[src/include/dmr_defines.svh]
`ifndef DMR_DEFINES_SVH
`define DMR_DEFINES_SVH

// Command codes of the status-returning memory fetch.
`define DMR_CMD_FETCH_STATUS_BYTE 8'h31
`define DMR_CMD_FETCH_STATUS_WORD 8'h35
`define DMR_CMD_FETCH_STATUS_LONG 8'h39
// Command codes of the plain memory fetch.
`define DMR_CMD_FETCH_BYTE        8'h30
`define DMR_CMD_FETCH_WORD        8'h34
`define DMR_CMD_FETCH_LONG        8'h38

// Index of the last of the three address packets per command.
`define DMR_ADDR_LAST_IDX         2'h2
// Mask that clears the two low address bits of a longword access.
`define DMR_LONG_ALIGN_MASK       24'hfffffc
// Byte counts of each access size.
`define DMR_BYTES_BYTE            3'h1
`define DMR_BYTES_WORD            3'h2
`define DMR_BYTES_LONG            3'h4
// Left shifts that put the most significant returned byte at the top, and the shift per byte sent.
`define DMR_SHIFT_BYTE            5'h18
`define DMR_SHIFT_WORD            5'h10
`define DMR_SHIFT_LONG            5'h00
`define DMR_BYTE_SHIFT            5'h08

`endif

[src/include/dmr_pkg.sv]
`include "dmr_defines.svh"

package dmr_pkg;

	// Access size of one memory fetch.
	typedef enum logic [1:0] {
		DMR_SIZE_BYTE = 2'h0,
		DMR_SIZE_WORD = 2'h1,
		DMR_SIZE_LONG = 2'h2
	} dmr_size_type;

	// Command sequencer states, one-hot.
	typedef enum logic [6:0] {
		DMR_ST_IDLE  = 7'h01,
		DMR_ST_ADDR  = 7'h02,
		DMR_ST_READ  = 7'h04,
		DMR_ST_ACK   = 7'h08,
		DMR_ST_STAT  = 7'h10,
		DMR_ST_DATA  = 7'h20,
		DMR_ST_SPARE = 7'h40
	} dmr_state_type;

	// Read request toward the device memory bus.
	typedef struct packed {
		logic         valid;
		dmr_size_type size;
		logic [23:0]  addr;
	} dmr_mem_req_type;

	// Byte returned toward the link serializer.
	typedef struct packed {
		logic       valid;
		logic [7:0] data;
	} dmr_tx_type;

endpackage : dmr_pkg

[src/dmr_memory_fetch.sv]
`include "dmr_defines.svh"

module dmr_memory_fetch (
	input  wire logic                     clk_sys,      // System clock, 100 MHz.
	input  wire logic                     rst_n,        // Asynchronous reset, active low.
	input  wire logic                     rx_valid,     // One received link byte this cycle.
	input  wire logic [7:0]               rx_data,      // Received link byte.
	input  wire logic                     ack_enable,   // Acknowledge signalling enabled.
	input  wire logic [7:0]               status_low,   // Live low byte of the debug status.
	output dmr_pkg::dmr_mem_req_type      mem_req,      // Memory read request, held until done.
	input  wire logic                     mem_done,     // Memory read finished, one-cycle pulse.
	input  wire logic [31:0]              mem_rdata,    // Read data, right justified.
	output dmr_pkg::dmr_tx_type           tx,           // Byte offered to the link.
	input  wire logic                     tx_ready,     // Link takes the offered byte.
	output logic                          ack_pulse,    // One-cycle acknowledge pulse request.
	output logic                          busy          // Command in progress.
);

	dmr_pkg::dmr_state_type state;
	dmr_pkg::dmr_state_type next_state;
	dmr_pkg::dmr_size_type  size;
	logic                   with_status;
	logic [1:0]             addr_idx;
	logic [23:0]            addr_shift;
	logic [31:0]            data_shift;
	logic [2:0]             bytes_left;
	logic                   cmd_known;
	logic                   cmd_status;
	dmr_pkg::dmr_size_type  cmd_size;
	logic                   tx_taken;
	logic [3:0]             cmd_decoded;

	// Decodes a command byte into validity, status option and size.
	function automatic logic [3:0] dmr_decode(input logic [7:0] cmd);
		logic [3:0] r;
		r = 4'h0;
		case (cmd)
			`DMR_CMD_FETCH_STATUS_BYTE: r = {1'b1, 1'b1, dmr_pkg::DMR_SIZE_BYTE};
			`DMR_CMD_FETCH_STATUS_WORD: r = {1'b1, 1'b1, dmr_pkg::DMR_SIZE_WORD};
			`DMR_CMD_FETCH_STATUS_LONG: r = {1'b1, 1'b1, dmr_pkg::DMR_SIZE_LONG};
			`DMR_CMD_FETCH_BYTE:        r = {1'b1, 1'b0, dmr_pkg::DMR_SIZE_BYTE};
			`DMR_CMD_FETCH_WORD:        r = {1'b1, 1'b0, dmr_pkg::DMR_SIZE_WORD};
			`DMR_CMD_FETCH_LONG:        r = {1'b1, 1'b0, dmr_pkg::DMR_SIZE_LONG};
			default:                    r = 4'h0;
		endcase
		return r;
	endfunction : dmr_decode

	// Number of data bytes returned for an access size.
	function automatic logic [2:0] dmr_byte_count(input dmr_pkg::dmr_size_type sz);
		case (sz)
			dmr_pkg::DMR_SIZE_WORD: return `DMR_BYTES_WORD;
			dmr_pkg::DMR_SIZE_LONG: return `DMR_BYTES_LONG;
			default:                return `DMR_BYTES_BYTE;
		endcase
	endfunction : dmr_byte_count

	// Left shift that brings the most significant data byte to bits 31:24.
	function automatic logic [4:0] dmr_msb_shift(input dmr_pkg::dmr_size_type sz);
		case (sz)
			dmr_pkg::DMR_SIZE_WORD: return `DMR_SHIFT_WORD;
			dmr_pkg::DMR_SIZE_LONG: return `DMR_SHIFT_LONG;
			default:                return `DMR_SHIFT_BYTE;
		endcase
	endfunction : dmr_msb_shift

	// Command decode and the link handshake term.
	// The decode result is held in a net, since a function result cannot be part-selected.
	assign cmd_decoded             = dmr_decode(rx_data);
	assign {cmd_known, cmd_status} = cmd_decoded[3:2];
	assign cmd_size                = dmr_pkg::dmr_size_type'(cmd_decoded[1:0]);
	assign tx_taken                = tx.valid & tx_ready;

	// Next state. Link bytes during the turnaround or the reply are ignored,
	// since the host is not allowed to talk while the target owns the line.
	always_comb begin
		next_state = state;
		case (state)
			dmr_pkg::DMR_ST_IDLE: begin
				if (rx_valid && cmd_known) begin
					next_state = dmr_pkg::DMR_ST_ADDR;
				end
			end
			dmr_pkg::DMR_ST_ADDR: begin
				if (rx_valid && addr_idx == `DMR_ADDR_LAST_IDX) begin
					next_state = dmr_pkg::DMR_ST_READ;
				end
			end
			dmr_pkg::DMR_ST_READ: begin
				if (mem_done) begin
					if (ack_enable) begin
						next_state = dmr_pkg::DMR_ST_ACK;
					end else if (with_status) begin
						next_state = dmr_pkg::DMR_ST_STAT;
					end else begin
						next_state = dmr_pkg::DMR_ST_DATA;
					end
				end
			end
			dmr_pkg::DMR_ST_ACK: begin
				next_state = with_status ? dmr_pkg::DMR_ST_STAT : dmr_pkg::DMR_ST_DATA;
			end
			dmr_pkg::DMR_ST_STAT: begin
				if (tx_taken) begin
					next_state = dmr_pkg::DMR_ST_DATA;
				end
			end
			dmr_pkg::DMR_ST_DATA: begin
				if (tx_taken && bytes_left == `DMR_BYTES_BYTE) begin
					next_state = dmr_pkg::DMR_ST_IDLE;
				end
			end
			default: next_state = dmr_pkg::DMR_ST_IDLE;
		endcase
	end

	// State register.
	always_ff @(posedge clk_sys or negedge rst_n) begin
		if (!rst_n) begin
			state <= dmr_pkg::DMR_ST_IDLE;
		end else begin
			state <= next_state;
		end
	end

	// Command attributes latched from the command byte.
	always_ff @(posedge clk_sys or negedge rst_n) begin
		if (!rst_n) begin
			size        <= dmr_pkg::DMR_SIZE_BYTE;
			with_status <= 1'b0;
		end else if (state == dmr_pkg::DMR_ST_IDLE && rx_valid && cmd_known) begin
			size        <= cmd_size;
			with_status <= cmd_status;
		end
	end

	// Address assembly, most significant packet first.
	always_ff @(posedge clk_sys or negedge rst_n) begin
		if (!rst_n) begin
			addr_idx   <= 2'h0;
			addr_shift <= 24'h000000;
		end else if (state == dmr_pkg::DMR_ST_IDLE) begin
			addr_idx <= 2'h0;
		end else if (state == dmr_pkg::DMR_ST_ADDR && rx_valid) begin
			addr_shift <= {addr_shift[15:0], rx_data};
			addr_idx   <= addr_idx + 2'h1;
		end
	end

	// Memory request, raised on the last address packet and held until done.
	// The read happens inside the host's turnaround wait.
	always_ff @(posedge clk_sys or negedge rst_n) begin
		if (!rst_n) begin
			mem_req <= '0;
		end else if (state == dmr_pkg::DMR_ST_ADDR && rx_valid && addr_idx == `DMR_ADDR_LAST_IDX) begin
			mem_req.valid <= 1'b1;
			mem_req.size  <= size;
			if (size == dmr_pkg::DMR_SIZE_LONG) begin
				mem_req.addr <= {addr_shift[15:0], rx_data} & `DMR_LONG_ALIGN_MASK;
			end else begin
				mem_req.addr <= {addr_shift[15:0], rx_data};
			end
		end else if (state == dmr_pkg::DMR_ST_READ && mem_done) begin
			mem_req.valid <= 1'b0;
		end
	end

	// Read data held left aligned and shifted out a byte at a time.
	always_ff @(posedge clk_sys or negedge rst_n) begin
		if (!rst_n) begin
			data_shift <= 32'h00000000;
			bytes_left <= 3'h0;
		end else if (state == dmr_pkg::DMR_ST_READ && mem_done) begin
			data_shift <= mem_rdata << dmr_msb_shift(size);
			bytes_left <= dmr_byte_count(size);
		end else if (state == dmr_pkg::DMR_ST_DATA && tx_taken) begin
			data_shift <= data_shift << `DMR_BYTE_SHIFT;
			bytes_left <= bytes_left - 3'h1;
		end
	end

	// Link byte register. The status byte is caught in the cycle the read
	// completes, so it shows the state after the access and not before it.
	always_ff @(posedge clk_sys or negedge rst_n) begin
		if (!rst_n) begin
			tx <= '0;
		end else if (state == dmr_pkg::DMR_ST_READ && mem_done) begin
			tx.valid <= ~ack_enable;
			tx.data  <= with_status ? status_low
				: 8'((mem_rdata << dmr_msb_shift(size)) >> `DMR_SHIFT_BYTE);
		end else if (state == dmr_pkg::DMR_ST_ACK) begin
			tx.valid <= 1'b1;
		end else if (state == dmr_pkg::DMR_ST_STAT && tx_taken) begin
			tx.data <= data_shift[31:24];
		end else if (state == dmr_pkg::DMR_ST_DATA && tx_taken) begin
			tx.valid <= (bytes_left != `DMR_BYTES_BYTE);
			tx.data  <= data_shift[23:16];
		end
	end

	// Acknowledge pulse, one cycle, issued before any byte is offered.
	always_ff @(posedge clk_sys or negedge rst_n) begin
		if (!rst_n) begin
			ack_pulse <= 1'b0;
		end else begin
			ack_pulse <= (state == dmr_pkg::DMR_ST_READ) && mem_done && ack_enable;
		end
	end

	// Busy flag for the surrounding debug controller.
	always_ff @(posedge clk_sys or negedge rst_n) begin
		if (!rst_n) begin
			busy <= 1'b0;
		end else begin
			busy <= (next_state != dmr_pkg::DMR_ST_IDLE);
		end
	end

endmodule : dmr_memory_fetch

[config.mk]
export PLATFORM = sky130hd
export DESIGN_NAME = dmr_memory_fetch
export DESIGN_NICKNAME = d
export VERILOG_FILES = /design/src/include/dmr_pkg.sv /design/src/dmr_memory_fetch.sv
export VERILOG_INCLUDE_DIRS = /design/src /design/src/include
export SDC_FILE = /design/constraint.sdc
export NUM_CORES = 1
export LEC_CHECK = 0
export BUFFER_PORTS_ARGS = -buffer_cell sky130_fd_sc_hd__buf_2
export CORE_MARGIN = 2
export CORE_UTILIZATION = 50
export CTS_CLUSTER_DIAMETER = 40
export DETAILED_ROUTE_END_ITERATION = 8
export MAX_ROUTING_LAYER = met4
export PLACE_DENSITY_LB_ADDON = 0.08
export SYNTH_ARGS = -nofsm -noshare
export SYNTH_HDL_FRONTEND = slang
export SYNTH_SLANG_ARGS = --single-unit
[constraint.sdc]
create_clock -name clk_sys -period 1.9 [get_ports clk_sys]
set_input_delay 0.095 -clock clk_sys [delete_from_list [all_inputs] [get_ports clk_sys]]
set_output_delay 0.095 -clock clk_sys [all_outputs]
set_load 0.01 [all_outputs]
# After elaboration in Yosys (flattened, before gate mapping)
# Index checks and enable logic that the tools add are counted.
dict set report word_totals {
  in_bits 54
  elab_cells 87
  register_bits 101
  out_inout_bits 38
}
dict set report classes {
  bitwise_logic 3
  n_addsub 2
  reduce_logical 19
  n_eq_ne 20
  n_shift 1
  muxes 28
}
# op n
set ops {}
lappend ops {{32-bit two-way mux} 2}
lappend ops {{8-bit by 6-bit equality test with 1-bit output (second input constant)} 6}
lappend ops {{7-bit one-hot mux with 6 select lines} 1}
lappend ops {{7-bit two-way mux} 5}
lappend ops {{32-bit by 5-bit left shift with 32-bit output} 1}
lappend ops {{8-bit two-way mux} 3}
lappend ops {{4-bit one-hot mux with 6 select lines} 1}
lappend ops {{9-bit two-way mux} 2}
lappend ops {{6-bit two-way mux} 2}
lappend ops {{1-bit logical AND} 11}
lappend ops {{5-bit one-hot mux with 2 select lines} 1}
lappend ops {{7-bit by 1-bit equality test with 1-bit output (second input constant)} 1}
lappend ops {{7-bit by 2-bit equality test with 1-bit output (second input constant)} 1}
lappend ops {{7-bit by 3-bit equality test with 1-bit output (second input constant)} 1}
lappend ops {{7-bit by 4-bit equality test with 1-bit output (second input constant)} 1}
lappend ops {{7-bit by 5-bit equality test with 1-bit output (second input constant)} 1}
lappend ops {{7-bit by 6-bit equality test with 1-bit output (second input constant)} 1}
lappend ops {{7-bit by 1-bit != test with 1-bit output (second input constant)} 1}
lappend ops {{2-bit two-way mux} 3}
lappend ops {{3-bit two-way mux} 2}
lappend ops {{3-bit one-hot mux with 2 select lines} 1}
lappend ops {{2-bit AND reduction} 3}
lappend ops {{2-bit nonzero test} 3}
lappend ops {{3-bit nonzero test} 2}
lappend ops {{12 further kinds} 17}

# Depth between registers and ports, before layout
# Gate-level depths: netlist of run 1.
dict set report logic_depth {
  ltp_word 6
  mapped_depth 9
  ltp_nobuf 7
}

# Worst setup path after synthesis of run 1
# Ideal clock, no wire load.
dict set report synth_path {
  path_type {register to register}
  start {register size[0]}
  end {register tx[6] in the netlist's numbering}
  slack_ns -0.118
  period_less_slack_ns 2.018
  setup_ns 0.077
  path_buffers 2
  stages_incl_launch_ff 9
  required_ns 1.823
  arrival_ns 1.941
  path_cell_list {dfrtp_1 > inv_1 > ha_1 > clkbuf_1 > buf_1 > mux2_2 > nor2_1 > a21oi_1 > a21oi_1}
}
dict set report synth_between {
  elab_chain_cells 6
  elab_cells_between_ends 7
  classes_between {eq/ne: 2; shift: 1; mux: 4}
}
# element line_no
set synth_rtl {}
lappend synth_rtl {{start, declared} dmr_memory_fetch.sv:21} ;# dmr_pkg::dmr_size_type size;
lappend synth_rtl {{start signal, assigned} dmr_memory_fetch.sv:129} ;# size <= dmr_pkg::DMR_SIZE_BYTE;
lappend synth_rtl {{start signal, assigned} dmr_memory_fetch.sv:132} ;# size <= cmd_size;
lappend synth_rtl {{2-bit equality test or 2-bit by 1-bit equality test with 1-bit output (tied branches)} dmr_memory_fetch.sv:60} ;# case (sz)
lappend synth_rtl {{5-bit one-hot mux with 2 select lines (*)} dmr_memory_fetch.sv:60}
lappend synth_rtl {{5-bit two-way mux (*)} dmr_memory_fetch.sv:187} ;# end else if (state == dmr_pkg::DMR_ST_READ && mem_done) begin
lappend synth_rtl {{32-bit by 5-bit left shift with 32-bit output (*)} dmr_memory_fetch.sv:190} ;# : 8'((mem_rdata << dmr_msb_shift(size)) >> `DMR_SHIFT_BYTE);
lappend synth_rtl {{8-bit two-way mux (*)} dmr_memory_fetch.sv:189} ;# tx.data <= with_status ? status_low
lappend synth_rtl {{9-bit two-way mux (*)} dmr_memory_fetch.sv:187}
lappend synth_rtl {{end, declared} dmr_memory_fetch.sv:13} ;# output dmr_pkg::dmr_tx_type tx,
# Mark *: on every way between the ends. The rest lies on a longest branch, timed or not. The select of a mux whose other input is x is not followed.
# A chain may end at the register's enable or synchronous reset.

# Worst setup path after layout of run 1
dict set report layout_path {
  start {register state[6]}
  end {register data_shift[11]}
}
dict set report layout_between {
  elab_chain_cells 3
  elab_cells_between_ends 6
  classes_between {eq/ne: 2; mux: 1; reduce/logical: 3}
}
# element line_no
set layout_rtl {}
lappend layout_rtl {{start, declared} dmr_memory_fetch.sv:19} ;# dmr_pkg::dmr_state_type state;
lappend layout_rtl {{start signal, assigned} dmr_memory_fetch.sv:120} ;# state <= dmr_pkg::DMR_ST_IDLE;
lappend layout_rtl {{start signal, assigned} dmr_memory_fetch.sv:122} ;# state <= next_state;
lappend layout_rtl {{7-bit by 3-bit equality test with 1-bit output or 7-bit by 6-bit equality test with 1-bit output (tied branches)} {dmr_memory_fetch.sv:173, dmr_memory_fetch.sv:176}}
lappend layout_rtl {{1-bit logical AND (on tied branches)} {dmr_memory_fetch.sv:173, dmr_memory_fetch.sv:176}}
lappend layout_rtl {{32-bit two-way mux or 2-bit nonzero test (tied branches)} -}
lappend layout_rtl {{end signal, assigned} dmr_memory_fetch.sv:174} ;# data_shift <= mem_rdata << dmr_msb_shift(size);
lappend layout_rtl {{end signal, assigned} dmr_memory_fetch.sv:177} ;# data_shift <= data_shift << `DMR_BYTE_SHIFT;
lappend layout_rtl {{end, declared} dmr_memory_fetch.sv:25} ;# logic [31:0] data_shift;
# Parallel ways exist; a longest one is shown, timed or not.

==> results of run 1 <==
[stage by stage]
step / TNS (ns) / utilization / total power (W)
finish: -0.867 / 0.708 / 0.00437
global route: -4.38 / 0.708 / 0.00458
CTS: -0.115 / 0.636 / 0.00424
detailed placement: -0.998 / 0.599 / 0.00290
global placement: -0.605 / 0.599 / 0.00290
floorplan: -0.00427 / - / 0.00262
[logic make-up (layout without fill, tap and decap cells)]
logic type               after synthesis  in the layout  synth area share
AO/OA/AOI/OAI                        106            106             0.127
flip-flops                           101            101             0.507
AND/OR/NAND/NOR                      100            100            0.0984
multiplexers                          99             99             0.215
buffers and inverters                 40            176            0.0354
adder cells (fa/ha/maj)                5              5            0.0126
XOR/XNOR                               2              2           0.00352
other                                  1              1          0.000752
[worst max-delay path, delay by kind of cell (launching register included)]
family | cells | cell delay, ns
buf+inv | 2 | 0.34
simple gates | 4 | 1.05
flops | 1 | 0.41
compound gates | 1 | 0.08
[cell usage in the layout (no fill, tap or decap), types with 3 or more instances in the layout]
| cell type | count |
|---|---|
| mux2_4 | 20 |
| a21oi_2 | 17 |
| nor2b_1 | 3 |
| nand2_2 | 10 |
| mux2_2 | 39 |
| nand3_2 | 7 |
| mux2i_1 | 29 |
| dfrtp_1 | 100 |
| nor2_1 | 11 |
| mux2i_2 | 4 |
| a22oi_1 | 9 |
| buf_4 | 26 |
| o21ai_1 | 15 |
| nand3_1 | 9 |
| and2_1 | 3 |
| a21oi_1 | 19 |
| mux2_1 | 5 |
| o21ai_2 | 8 |
| clkbuf_8 | 9 |
| clkbuf_16 | 9 |
| a32o_1 | 8 |
| dlygate4sd3_1 | 10 |
| nand2_1 | 20 |
| nor2_4 | 8 |
| ha_1 | 4 |
| buf_2 | 90 |
| buf_12 | 8 |
| buf_6 | 8 |
| o21ai_0 | 12 |
| inv_1 | 8 |
| nand3b_1 | 3 |
| o22ai_1 | 8 |
| nand2b_1 | 7 |
| or3_4 | 4 |
[layout make-up]
cell class,instances,share of cell area
tap,133,0.0242
multi-input combinational,313,0.393
clock inverter,6,0.00945
clock buffer,9,0.0180
inverter,8,0.00436
sequential,101,0.367
timing repair buffer,153,0.184
[state kept, by name, indices dropped and copies added (netlist names)]
name         flops
size             2
data_shift      32
ack_pulse        1
addr_shift      16
with_status      1
addr_idx         2
tx               9
busy             1
state            7
bytes_left       3
mem_req         27
[power by group]
part	switching, W	internal (W)
logic	0.000456	0.000399
clock network	0.000728	0.000602
registers	0.0000230	0.00217
total	0.00121	0.00317
[final timing paths]
| kind | startpoint | to | slack, ns | depth (start not counted) |
|---|---|---|---|---|
| max | state[6] | data_shift[11] | -0.06 | 7 |
| min | mem_rdata[6] | data_shift[6] | 0.02 | 2 |
| max reg2reg | state[6] | data_shift[11] | -0.06 | 7 |
| min reg2reg | mem_req[0] | mem_req[0] | 0.49 | 2 |
| max in group asynchronous | rst_n | data_shift[26] | 1.03 | 3 |
| min in group asynchronous | rst_n | mem_req[20] | 0.14 | 2 |
[synth_stat cells, types with 2 or more instances]
cell,number
a21oi_1,36
a22oi_1,9
a32o_1,8
and2_1,3
buf_1,2
buf_2,12
clkbuf_1,16
dfrtp_1,100
ha_1,5
inv_1,8
mux2_1,20
mux2_2,44
mux2i_1,35
nand2_1,30
nand2b_1,7
nand3_1,17
nand3b_1,3
nor2_1,20
nor2b_1,3
nor3_1,3
nor4_1,2
o21ai_0,21
o21ai_1,14
o22ai_1,9
or2_2,2
or3_1,4
xnor2_1,2
[layer usage]
metal	up-vias	routed length, um	share of wire	global-route usage
met5	-	0	0	-
met2	118	6920	0.53	0.393
met3	15	456	0.035	0.0327
li1	1908	-	-	-
met4	0	204	0.016	0.0714
met1	2013	5410	0.42	0.287
[what timing repair did]
item | CTS | global route
hold endpoints to repair | 82 | 0
cloned | 1 | 12
pin swaps | 1 | 10
endpoints found under the setup margin | 26 | 65
resized for setup | 7 | 111
hold buffers | 10 | 0
setup buffers | 2 | 5
==> results.md, run 1 <==
- Longest Clk Path Bufs: 2
- FF+latch area: roughly 2500 um^2
- Number of vias per cell: 5.61
- Clock slew seen by the registers of the worst setup and hold paths: approximately 0.10 ns
- Ys Warns: 0
- Worst setup path class: reg2reg
- I/O pin total: just over 90
- RSZ-0062 raised after global routing: yes
- CP endpoint kind: register
- Die W: roughly 100 um
- # setup viols final: 36
- CP max FO: 6
- Synthesized flop and latch total: between 100 and 150
- Pre-CTS setup slack: -0.201 ns
- Area of the multi-input gates: around 2700 um^2
- Max Fclk: about 510 MHz
- Worst-path cell chain: or3_4 > or3_4 > nor2_4 > buf_6 > clkbuf_16 > nand3_2 > o21ai_1
- Layout Skew: about 0.01 ns
- Buffers on Ports: 91
- Worst-Margin Slew: about 0.69 ns
- Min Clock Period, post-route: a little under 2 ns
- Critical Path Source Type: register
- Die area: ~11000 um^2
- Status: finished, violations left
- CP Data Required Time: between 2 and 2.5 ns
- Max incr delay on CP: 0.41 ns
- Root buffer selected by CTS: clkbuf_8
- Synth area leaders: dfrtp_1 (50%), mux2_2 (9.9%), mux2i_1 (7.0%)
- Placed Instances: between 600 and 700
- Yosys cell types: 46
- Starting DRT DRC Count: a little over 200
- Detailed Place HPWL: approximately 8000 um
- Die Y: approximately 100 um
- Fin crit share: 1.03
- Design Area, Final: 6890 um^2
- Final WS setup: -0.0594 ns
- Residual DRC: 0
- Post-synth top area share: 0.502
- Gate Count Post-Synth: ~450
- Post-Syn Area: around 5000 um^2
- Number of enable flip-flop cells after synthesis: 0
- Fillers: 736
- GP Congestion: around 0.88
- Remaining Overflow, GRT: 0
- Initial Util: 0.512
- Core area: between 9000 and 10000 um^2
- Ant. Diodes: 0
- Clk_lat worst skew: approximately 0.37 ns
- Ys async rst share: 1.00
- Critical Path AT: roughly 2.3 ns
- Placed instance area: a little under 6000 um^2
- Max cap viols: 0
- Critical path's slowest cell: dfrtp_1
- PwrDens: approximately 640 nW/um^2
- H-tree depth: 3
- Largest net degree at the start of global routing: 51
- CTS tree: yes
- Max VDD drop: 384 uV
- Final WL: 13000 um
- Most frequent CP cell: or3_4
- Fin cells: ~720
- Mean post-synth cell area: between 10 and 15 um^2
- Final slew viol count: 0
- CTS Buf Count: 9
- Synth Flop Type: dfrtp_1
- Headroom to the max-slew limit: 0.538
- Violated checks: setup timing
- Vias in the first global route: about 4000
- Layout cells sized above 1: 0.495
- Global-route wire length before repair: 19700 um
- Cell type with the largest total area after synthesis: dfrtp_1
- Worst hold path type: in2reg
- Row count: 36
- Vias: ~4100
- Antenna violations before repair: 0
- Clk sinks: between 100 and 150
- Drt pass-1 iters: 5
- Area grow syn2layout: 38.2%
- Post-route ant nets: 0
- WL/cell: 18.0 um
- GRT Resource Usage Total: 0.231
- Worst Hold Margin: between 0.015 and 0.02 ns
- Count of nets after finishing: between 600 and 700
- Register area share after synthesis: 0.507
- Post-Syn Nets: 513
- Final hold vios: 0
- Static Leak: 3.25 nW
Note: power is estimated with default switching activity, not from simulation.
==> run 2: changes to the inputs <==
--- a/config.mk
+++ b/config.mk
@@ -6,11 +6,11 @@
 export SDC_FILE = /design/constraint.sdc
 export NUM_CORES = 1
 export LEC_CHECK = 0
-export BUFFER_PORTS_ARGS = -buffer_cell sky130_fd_sc_hd__buf_2
 export CORE_MARGIN = 2
-export CORE_UTILIZATION = 50
+export CORE_UTILIZATION = 57
 export CTS_CLUSTER_DIAMETER = 40
 export DETAILED_ROUTE_END_ITERATION = 8
+export DONT_BUFFER_PORTS = 1
 export MAX_ROUTING_LAYER = met4
 export PLACE_DENSITY_LB_ADDON = 0.08
 export SYNTH_ARGS = -nofsm -noshare
==> run 2 against run 1 <==
  * Sequential power about the same
  * Global-route usage grew 1.3 points
  * Critical endpoint is now data_shift[2]
  * Largest cell class is now flip-flops and latches
  * Setup slack improved by 0.0045 ns
  * Via count decreased by 8.2%
  * The run ends with hold timing, setup timing left
  * Clock power is essentially flat
  * Power fell by 3.1%
  * Cell count decreased by 15%
  * Combinational power shrank 19%
  * Worst hold slack worse by 0.62 ns
==> results.md, run 2 (synthesized netlist as in run 1, its figures left out) <==
- Worst-Margin Slew: 0.591 ns (was 0.693 ns)
- Clock slew seen by the registers of the worst setup and hold paths: 0.12 ns (was 0.10 ns)
- Layout cells sized above 1: 0.301 (was 0.495)
- Clk pwr share: 0.320 (was 0.304)
- Final setup TNS: -0.655 ns (was -0.867 ns)
- Setup crit start: state[6] (unchanged)
- Critical Path Source Type: register (unchanged)
- Buffers on Ports: 0 (was 91)
- Ant. Diodes: 0 (unchanged)
- Post-route ant nets: 0 (unchanged)
- Area grow syn2layout: 25.2% (was 38.2%)
- Overall Power: 0.00424 W (was 0.00437 W)
- CP max FO: 8 (was 6)
- Core area: 8590 um^2 (was 9730 um^2)
- CTS Buf Count: 9 (unchanged)
- Design Area, Final: 6240 um^2 (was 6890 um^2)
- Die Y: 97.5 um (was 104 um)
- Worst setup path class: reg2reg (unchanged)
- Violated checks: hold timing, setup timing (was setup timing)
- Critical Path AT: 2.21 ns (was 2.25 ns)
- Worst Hold Margin: -0.604 ns (was 0.0176 ns)
- Static Leak: 2.77 nW (was 3.25 nW)
- Largest regs: data_shift (32), mem_req (27), addr_shift (16) (unchanged)
- Initial Util: 0.580 (was 0.512)
- RSZ-0062 raised after global routing: yes (unchanged)
- Commonest cells after routing, fill and taps aside: dfrtp_1 (100), mux2_2 (42), dlygate4sd3_1 (33) (was dfrtp_1 (100), buf_2 (90), mux2_2 (39))
- # setup viols final: 31 (was 36)
- H-tree depth: 3 (unchanged)
- Vias: 3722 (was 4054)
- CTS tree: yes (unchanged)
- Detailed Place HPWL: 7440 um (was 8180 um)
- Final WL: 11900 um (was 13000 um)
- Max VDD drop: 384 uV (about the same)
- Reg power frac: 0.517 (was 0.500)
- Antenna violations before repair: 0 (unchanged)
- Count of nets after finishing: 563 (was 645)
- R2r endpoint: data_shift[2] (was data_shift[11])
- Final hold vios: 101 (was 0)
- Largest net degree at the start of global routing: 102 (was 51)
- Most common cell after layout, fill and taps aside: dfrtp_1 (unchanged)
- Fin crit share: 1.03 (about the same)
- I/O pin total: 92 (unchanged)
- FF+latch area: 2530 um^2 (unchanged)
- Global-route wire length before repair: 18300 um (was 19700 um)
- Status: finished, violations left (unchanged)
- Starting DRT DRC Count: 143 (was 205)
- Remaining Overflow, GRT: 0 (unchanged)
- Area of the multi-input gates: 2520 um^2 (was 2710 um^2)
- Combinational Power Share: 0.163 (was 0.196)
- Headroom to the max-slew limit: 0.605 (was 0.538)
- Largest register by flop count: data_shift (unchanged)
- Min Clock Period, post-route: 1.95 ns (was 1.96 ns)
- GRT Resource Usage Total: 0.244 (was 0.231)
- Clk_lat worst skew: 0.37 ns (about the same)
- Number of vias per cell: 6.03 (was 5.61)
- CP endpoint kind: register (unchanged)
- Die W: 97.5 um (was 104 um)
- Final slew viol count: 0 (unchanged)
- Die area: 9510 um^2 (was 10800 um^2)
- Post-CTS Hold Buffers: 33 (was 10)
- Final WS setup: -0.0549 ns (was -0.0594 ns)
- Max cap viols: 0 (unchanged)
- Longest Clk Path Bufs: 2 (unchanged)
- Max FFs per register: 32 (unchanged)
- CP Data Required Time: 2.16 ns (was 2.19 ns)
- NetSw: 0.00121 W (about the same)
- Worst hold path type: in2async (was in2reg)
- Int Pwr: 0.00303 W (was 0.00317 W)
- WL/cell: 19.4 um (was 18.0 um)
- Fillers: 634 (was 736)
- Row count: 34 (was 36)
- Layout Skew: 0.0176 ns (was 0.0103 ns)
- Pre-CTS setup slack: -0.101 ns (was -0.201 ns)
- Sw Ratio: 0.286 (was 0.276)
- Drt pass-1 iters: 5 (unchanged)
- R2R depth: 6 (was 7)
- Placed instance area: 5310 um^2 (was 5820 um^2)
- PwrDens: 680 nW/um^2 (was 635 nW/um^2)
- Vias in the first global route: 3733 (was 4008)
- Residual DRC: 0 (unchanged)
- R2R Setup Slk: -0.05 ns (was -0.06 ns)
- R2R Path Start: state[6] (unchanged)
- Clk sinks: 101 (unchanged)
- GP Congestion: 0.938 (was 0.884)
- Max Fclk: 512 MHz (was 510 MHz)
- Root buffer selected by CTS: clkbuf_8 (unchanged)
==> run 2: metrics by stage <==
stage / std cells / hold WS, ns / util
floorplan: 454 / -0.201 / -
global placement: 560 / -0.199 / 0.618
detailed placement: 560 / -0.199 / 0.618
CTS: 613 / -0.616 / 0.689
global route: 617 / -0.628 / 0.726
finish: 617 / -0.604 / 0.726
==> run 2: worst max-delay path by stage <==
| stage | end | slack, ns | cells past startpoint |
|---|---|---|---|
| finish | data_shift[2] | -0.05 | 6 |
| CTS | busy | -0.05 | 5 |
| detailed placement | busy | -0.10 | 5 |
| floorplan | with_status | -0.004 | 5 |
| global placement | data_shift[1] | -0.01 | 5 |
| global route | data_shift[23] | -0.07 | 7 |
==> run 2: repair_timing <==
item	CTS	global route
pin swaps	2	10
gates resized for setup	9	67
hold endpoints to repair	149	101
endpoints found under the setup margin	27	80
setup buffers	3	0
gates cloned	1	5
==> run 2: power groups by stage <==
stage / logic (W) / registers [W] / clock network (W)
after detailed placement: 0.000543 / 0.00223 / 0
final: 0.000689 / 0.00219 / 0.00136
after global routing: 0.000737 / 0.00220 / 0.00146
after CTS: 0.000611 / 0.00219 / 0.00138
after global placement: 0.000535 / 0.00223 / 0
after floorplan: 0.000402 / 0.00222 / 0
==> run 2: per-layer routing <==
metal  part of all wire  track usage  vias to the layer above
li1                   -            -                     1748
met2               0.54        0.438                       83
met3              0.036       0.0331                       11
met5                  0            -                        -
met1               0.42        0.294                     1880
met4              0.013       0.0545                        0
==> run 2: worst max-delay path, cell delays in order, from the launching register on <==
cell	delay, ns
dfrtp_1	0.43
or3_4	0.43
or3_4	0.37
nor2_4	0.13
buf_12	0.17
nor2_4	0.08
a32o_1	0.22
==> run 2: cell type report <==
| class | count | share of cell area |
|---|---|---|
| clock inverter | 7 | 0.0116 |
| timing repair buffer | 71 | 0.132 |
| clock buffer | 9 | 0.0199 |
| tap | 108 | 0.0217 |
| multi-input combinational | 313 | 0.404 |
| sequential | 101 | 0.405 |
| inverter | 8 | 0.00481 |
==> run 3: changes to the inputs <==
--- a/config.mk
+++ b/config.mk
@@ -7,10 +7,11 @@
 export NUM_CORES = 1
 export LEC_CHECK = 0
 export CORE_MARGIN = 2
-export CORE_UTILIZATION = 57
+export CORE_UTILIZATION = 66
 export CTS_CLUSTER_DIAMETER = 40
 export DETAILED_ROUTE_END_ITERATION = 8
 export DONT_BUFFER_PORTS = 1
+export GPL_TIMING_DRIVEN = 0
 export MAX_ROUTING_LAYER = met4
 export PLACE_DENSITY_LB_ADDON = 0.08
 export SYNTH_ARGS = -nofsm -noshare
==> constraint.sdc (replaced) <==
create_clock -name clk_sys -period 2.5 [get_ports clk_sys]
set_input_delay 0.125 -clock clk_sys [delete_from_list [all_inputs] [get_ports clk_sys]]
set_output_delay 0.125 -clock clk_sys [all_outputs]
set_load 0.01 [all_outputs]
==> run 3 against run 2 <==
  * Core utilization up 4.3 points
  * Combinational power fell by 28%
  * Global-route usage rose by 6.5 points
  * Maximum frequency fell by 16%
  * Clock skew shrank 0.0015 ns
  * Critical endpoint is now busy
  * Via count is 1.3% higher
  * Wire length grew 1.1%
  * Cell count decreased by 3.1%
  * Clock-buffer cell count unchanged
  * Clock power decreased by 25%
  * First-iteration DRC count increased by 58%
  * Non-clock buffer count decreased by 10
  * The run now ends clean
==> results.md, run 3 (synthesized netlist as in run 1, its figures left out) <==
- Buffers on Ports: 0 (unchanged)
- Fillers: 529 (was 634)
- Remaining Overflow, GRT: 0 (unchanged)
- Headroom to the max-slew limit: 0.513 (was 0.605)
- Row count: 31 (was 34)
- Final WL: 12100 um (was 11900 um)
- Area grow syn2layout: 12.6% (was 25.2%)
- Layout Skew: 0.0161 ns (was 0.0176 ns)
- I/O pin total: 92 (unchanged)
- Initial Util: 0.683 (was 0.580)
- CP endpoint kind: register (unchanged)
- Area of the multi-input gates: 2280 um^2 (was 2520 um^2)
- Final slew viol count: 0 (unchanged)
- Worst-Margin Slew: 0.727 ns (was 0.591 ns)
- Longest Clk Path Bufs: 2 (unchanged)
- Starting DRT DRC Count: 226 (was 143)
- Count of nets after finishing: 553 (was 563)
- Root buffer selected by CTS: clkbuf_8 (unchanged)
- Die Y: 90.9 um (was 97.5 um)
- Critical Path AT: 2.57 ns (was 2.21 ns)
- Largest regs: data_shift (32), mem_req (27), addr_shift (16) (unchanged)
- Largest register by flop count: data_shift (unchanged)
- Max VDD drop: 350 uV (was 384 uV)
- Die area: 8260 um^2 (was 9510 um^2)
- CTS tree: yes (unchanged)
- Ant. Diodes: 0 (unchanged)
- GP Congestion: 0.889 (was 0.938)
- Core area: 7290 um^2 (was 8590 um^2)
- Most common cell after layout, fill and taps aside: dfrtp_1 (unchanged)
- Placed Instances: 553 (was 560)
- Fin cells: 598 (was 617)
- Detailed Place HPWL: 8040 um (was 7440 um)
- Clk_lat worst skew: 0.38 ns (was 0.37 ns)
- Placed instance area: 5110 um^2 (was 5310 um^2)
- CTS Buf Count: 9 (unchanged)
- RSZ-0062 raised after global routing: no (was yes)
- Critical Path Source Type: register (unchanged)
- Max cap viols: 0 (unchanged)
- PwrDens: 565 nW/um^2 (was 680 nW/um^2)
- Worst hold path type: in2reg (was in2async)
- Max FFs per register: 32 (unchanged)
- Clk sinks: 101 (unchanged)
- R2R depth: 6 (unchanged)
- Residual DRC: 0 (unchanged)
- H-tree depth: 3 (unchanged)
- Max Fclk: 432 MHz (was 512 MHz)
- Layout cells sized above 1: 0.162 (was 0.301)
- Antenna violations before repair: 0 (unchanged)
- Hold Path Stages: 4
- Min Clock Period, post-route: 2.32 ns (was 1.95 ns)
- Largest net degree at the start of global routing: 102 (unchanged)
- Final hold vios: 0 (was 101)
- GRT Resource Usage Total: 0.309 (was 0.244)
- Vias in the first global route: 3843 (was 3733)
- Die W: 90.9 um (was 97.5 um)
- Postcts setup bufs: 0 (was 3)
- CP Data Required Time: 2.76 ns (was 2.16 ns)
- Worst Hold Margin: 0.00464 ns (was -0.604 ns)
- Vias: 3770 (was 3722)
- Commonest cells after routing, fill and taps aside: dfrtp_1 (100), mux2_2 (44), a21oi_1 (36) (was dfrtp_1 (100), mux2_2 (42), dlygate4sd3_1 (33))
- WL/cell: 20.2 um (was 19.4 um)
- CP max FO: 10 (was 8)
- # setup viols final: 0 (was 31)
- Clock slew seen by the registers of the worst setup and hold paths: 0.10 ns (was 0.12 ns)
- Drt pass-1 iters: 5 (unchanged)
- FF+latch area: 2530 um^2 (unchanged)
- Fin crit share: 0.926 (was 1.03)
- Overall Power: 0.00317 W (was 0.00424 W)
- Static Leak: 2.54 nW (was 2.77 nW)
- Post-route ant nets: 0 (unchanged)
- Status: completed (was finished, violations left)
- Number of vias per cell: 6.30 (was 6.03)
- Worst setup path class: reg2reg (unchanged)
- Design Area, Final: 5610 um^2 (was 6240 um^2)
- Global-route wire length before repair: 19500 um (was 18300 um)
-- run 3: repair_timing --
item	in CTS	in global routing
hold buffers	30	0
endpoints found under the hold margin	142	0
resized for setup	1	0
setup endpoints to repair	9	9
pin swaps	0	0
-- run 3: critical path, stage by stage, from the launching register on --
cell	delay, ns
dfrtp_1	0.37
clkbuf_1	0.21
or4_1	0.46
a2111oi_0	0.66
a21oi_1	0.08
a32oi_1	0.32
a221oi_1	0.08
-- run 3: area by class of cell --
class	count	share of cell area
inverters	8	0.00535
well taps	99	0.0221
clock inverters	7	0.0112
repair buffers	30	0.0567
clock buffers	9	0.0221
multi-input cells	313	0.406
flip-flops and latches	101	0.451
plain buffers	31	0.0257
-- run 3: metrics by stage --
step	TNS (ns)	utilization	setup WS, ns
after global placement	-0.371	0.700	-0.0877
after CTS	0	0.770	0.0433
final	0	0.769	0.184
after floorplan	0	-	0.482
after detailed placement	-0.678	0.700	-0.115
after global routing	0	0.769	0.0481
-- run 3: path summary, 6_finish.rpt --
kind / startpoint / end / slack, ns
worst max-delay path: state[5] / busy / 0.18
worst min-delay path: mem_rdata[15] / data_shift[23] / 0.005
worst max register to register: state[5] / busy / 0.18
worst min register to register: addr_shift[15] / mem_req[23] / 0.49
max in group asynchronous: rst_n / state[0] / 1.77
min in group asynchronous: rst_n / mem_req[13] / 0.35
-- run 3: where the power goes --
part | total, W | switching, W | internal [W]
Clock | 0.00102 | 0.000630 | 0.000385
Sequential | 0.00166 | 0.0000105 | 0.00165
Combinational | 0.000493 | 0.000288 | 0.000205
-- run 3: routing by layer --
layer	part of all wire	global-route usage	vias up
li1	-	-	1718
met1	0.41	0.388	1869
met2	0.51	0.515	160
met3	0.060	0.0484	23
met4	0.025	0.111	0
met5	0	-	-
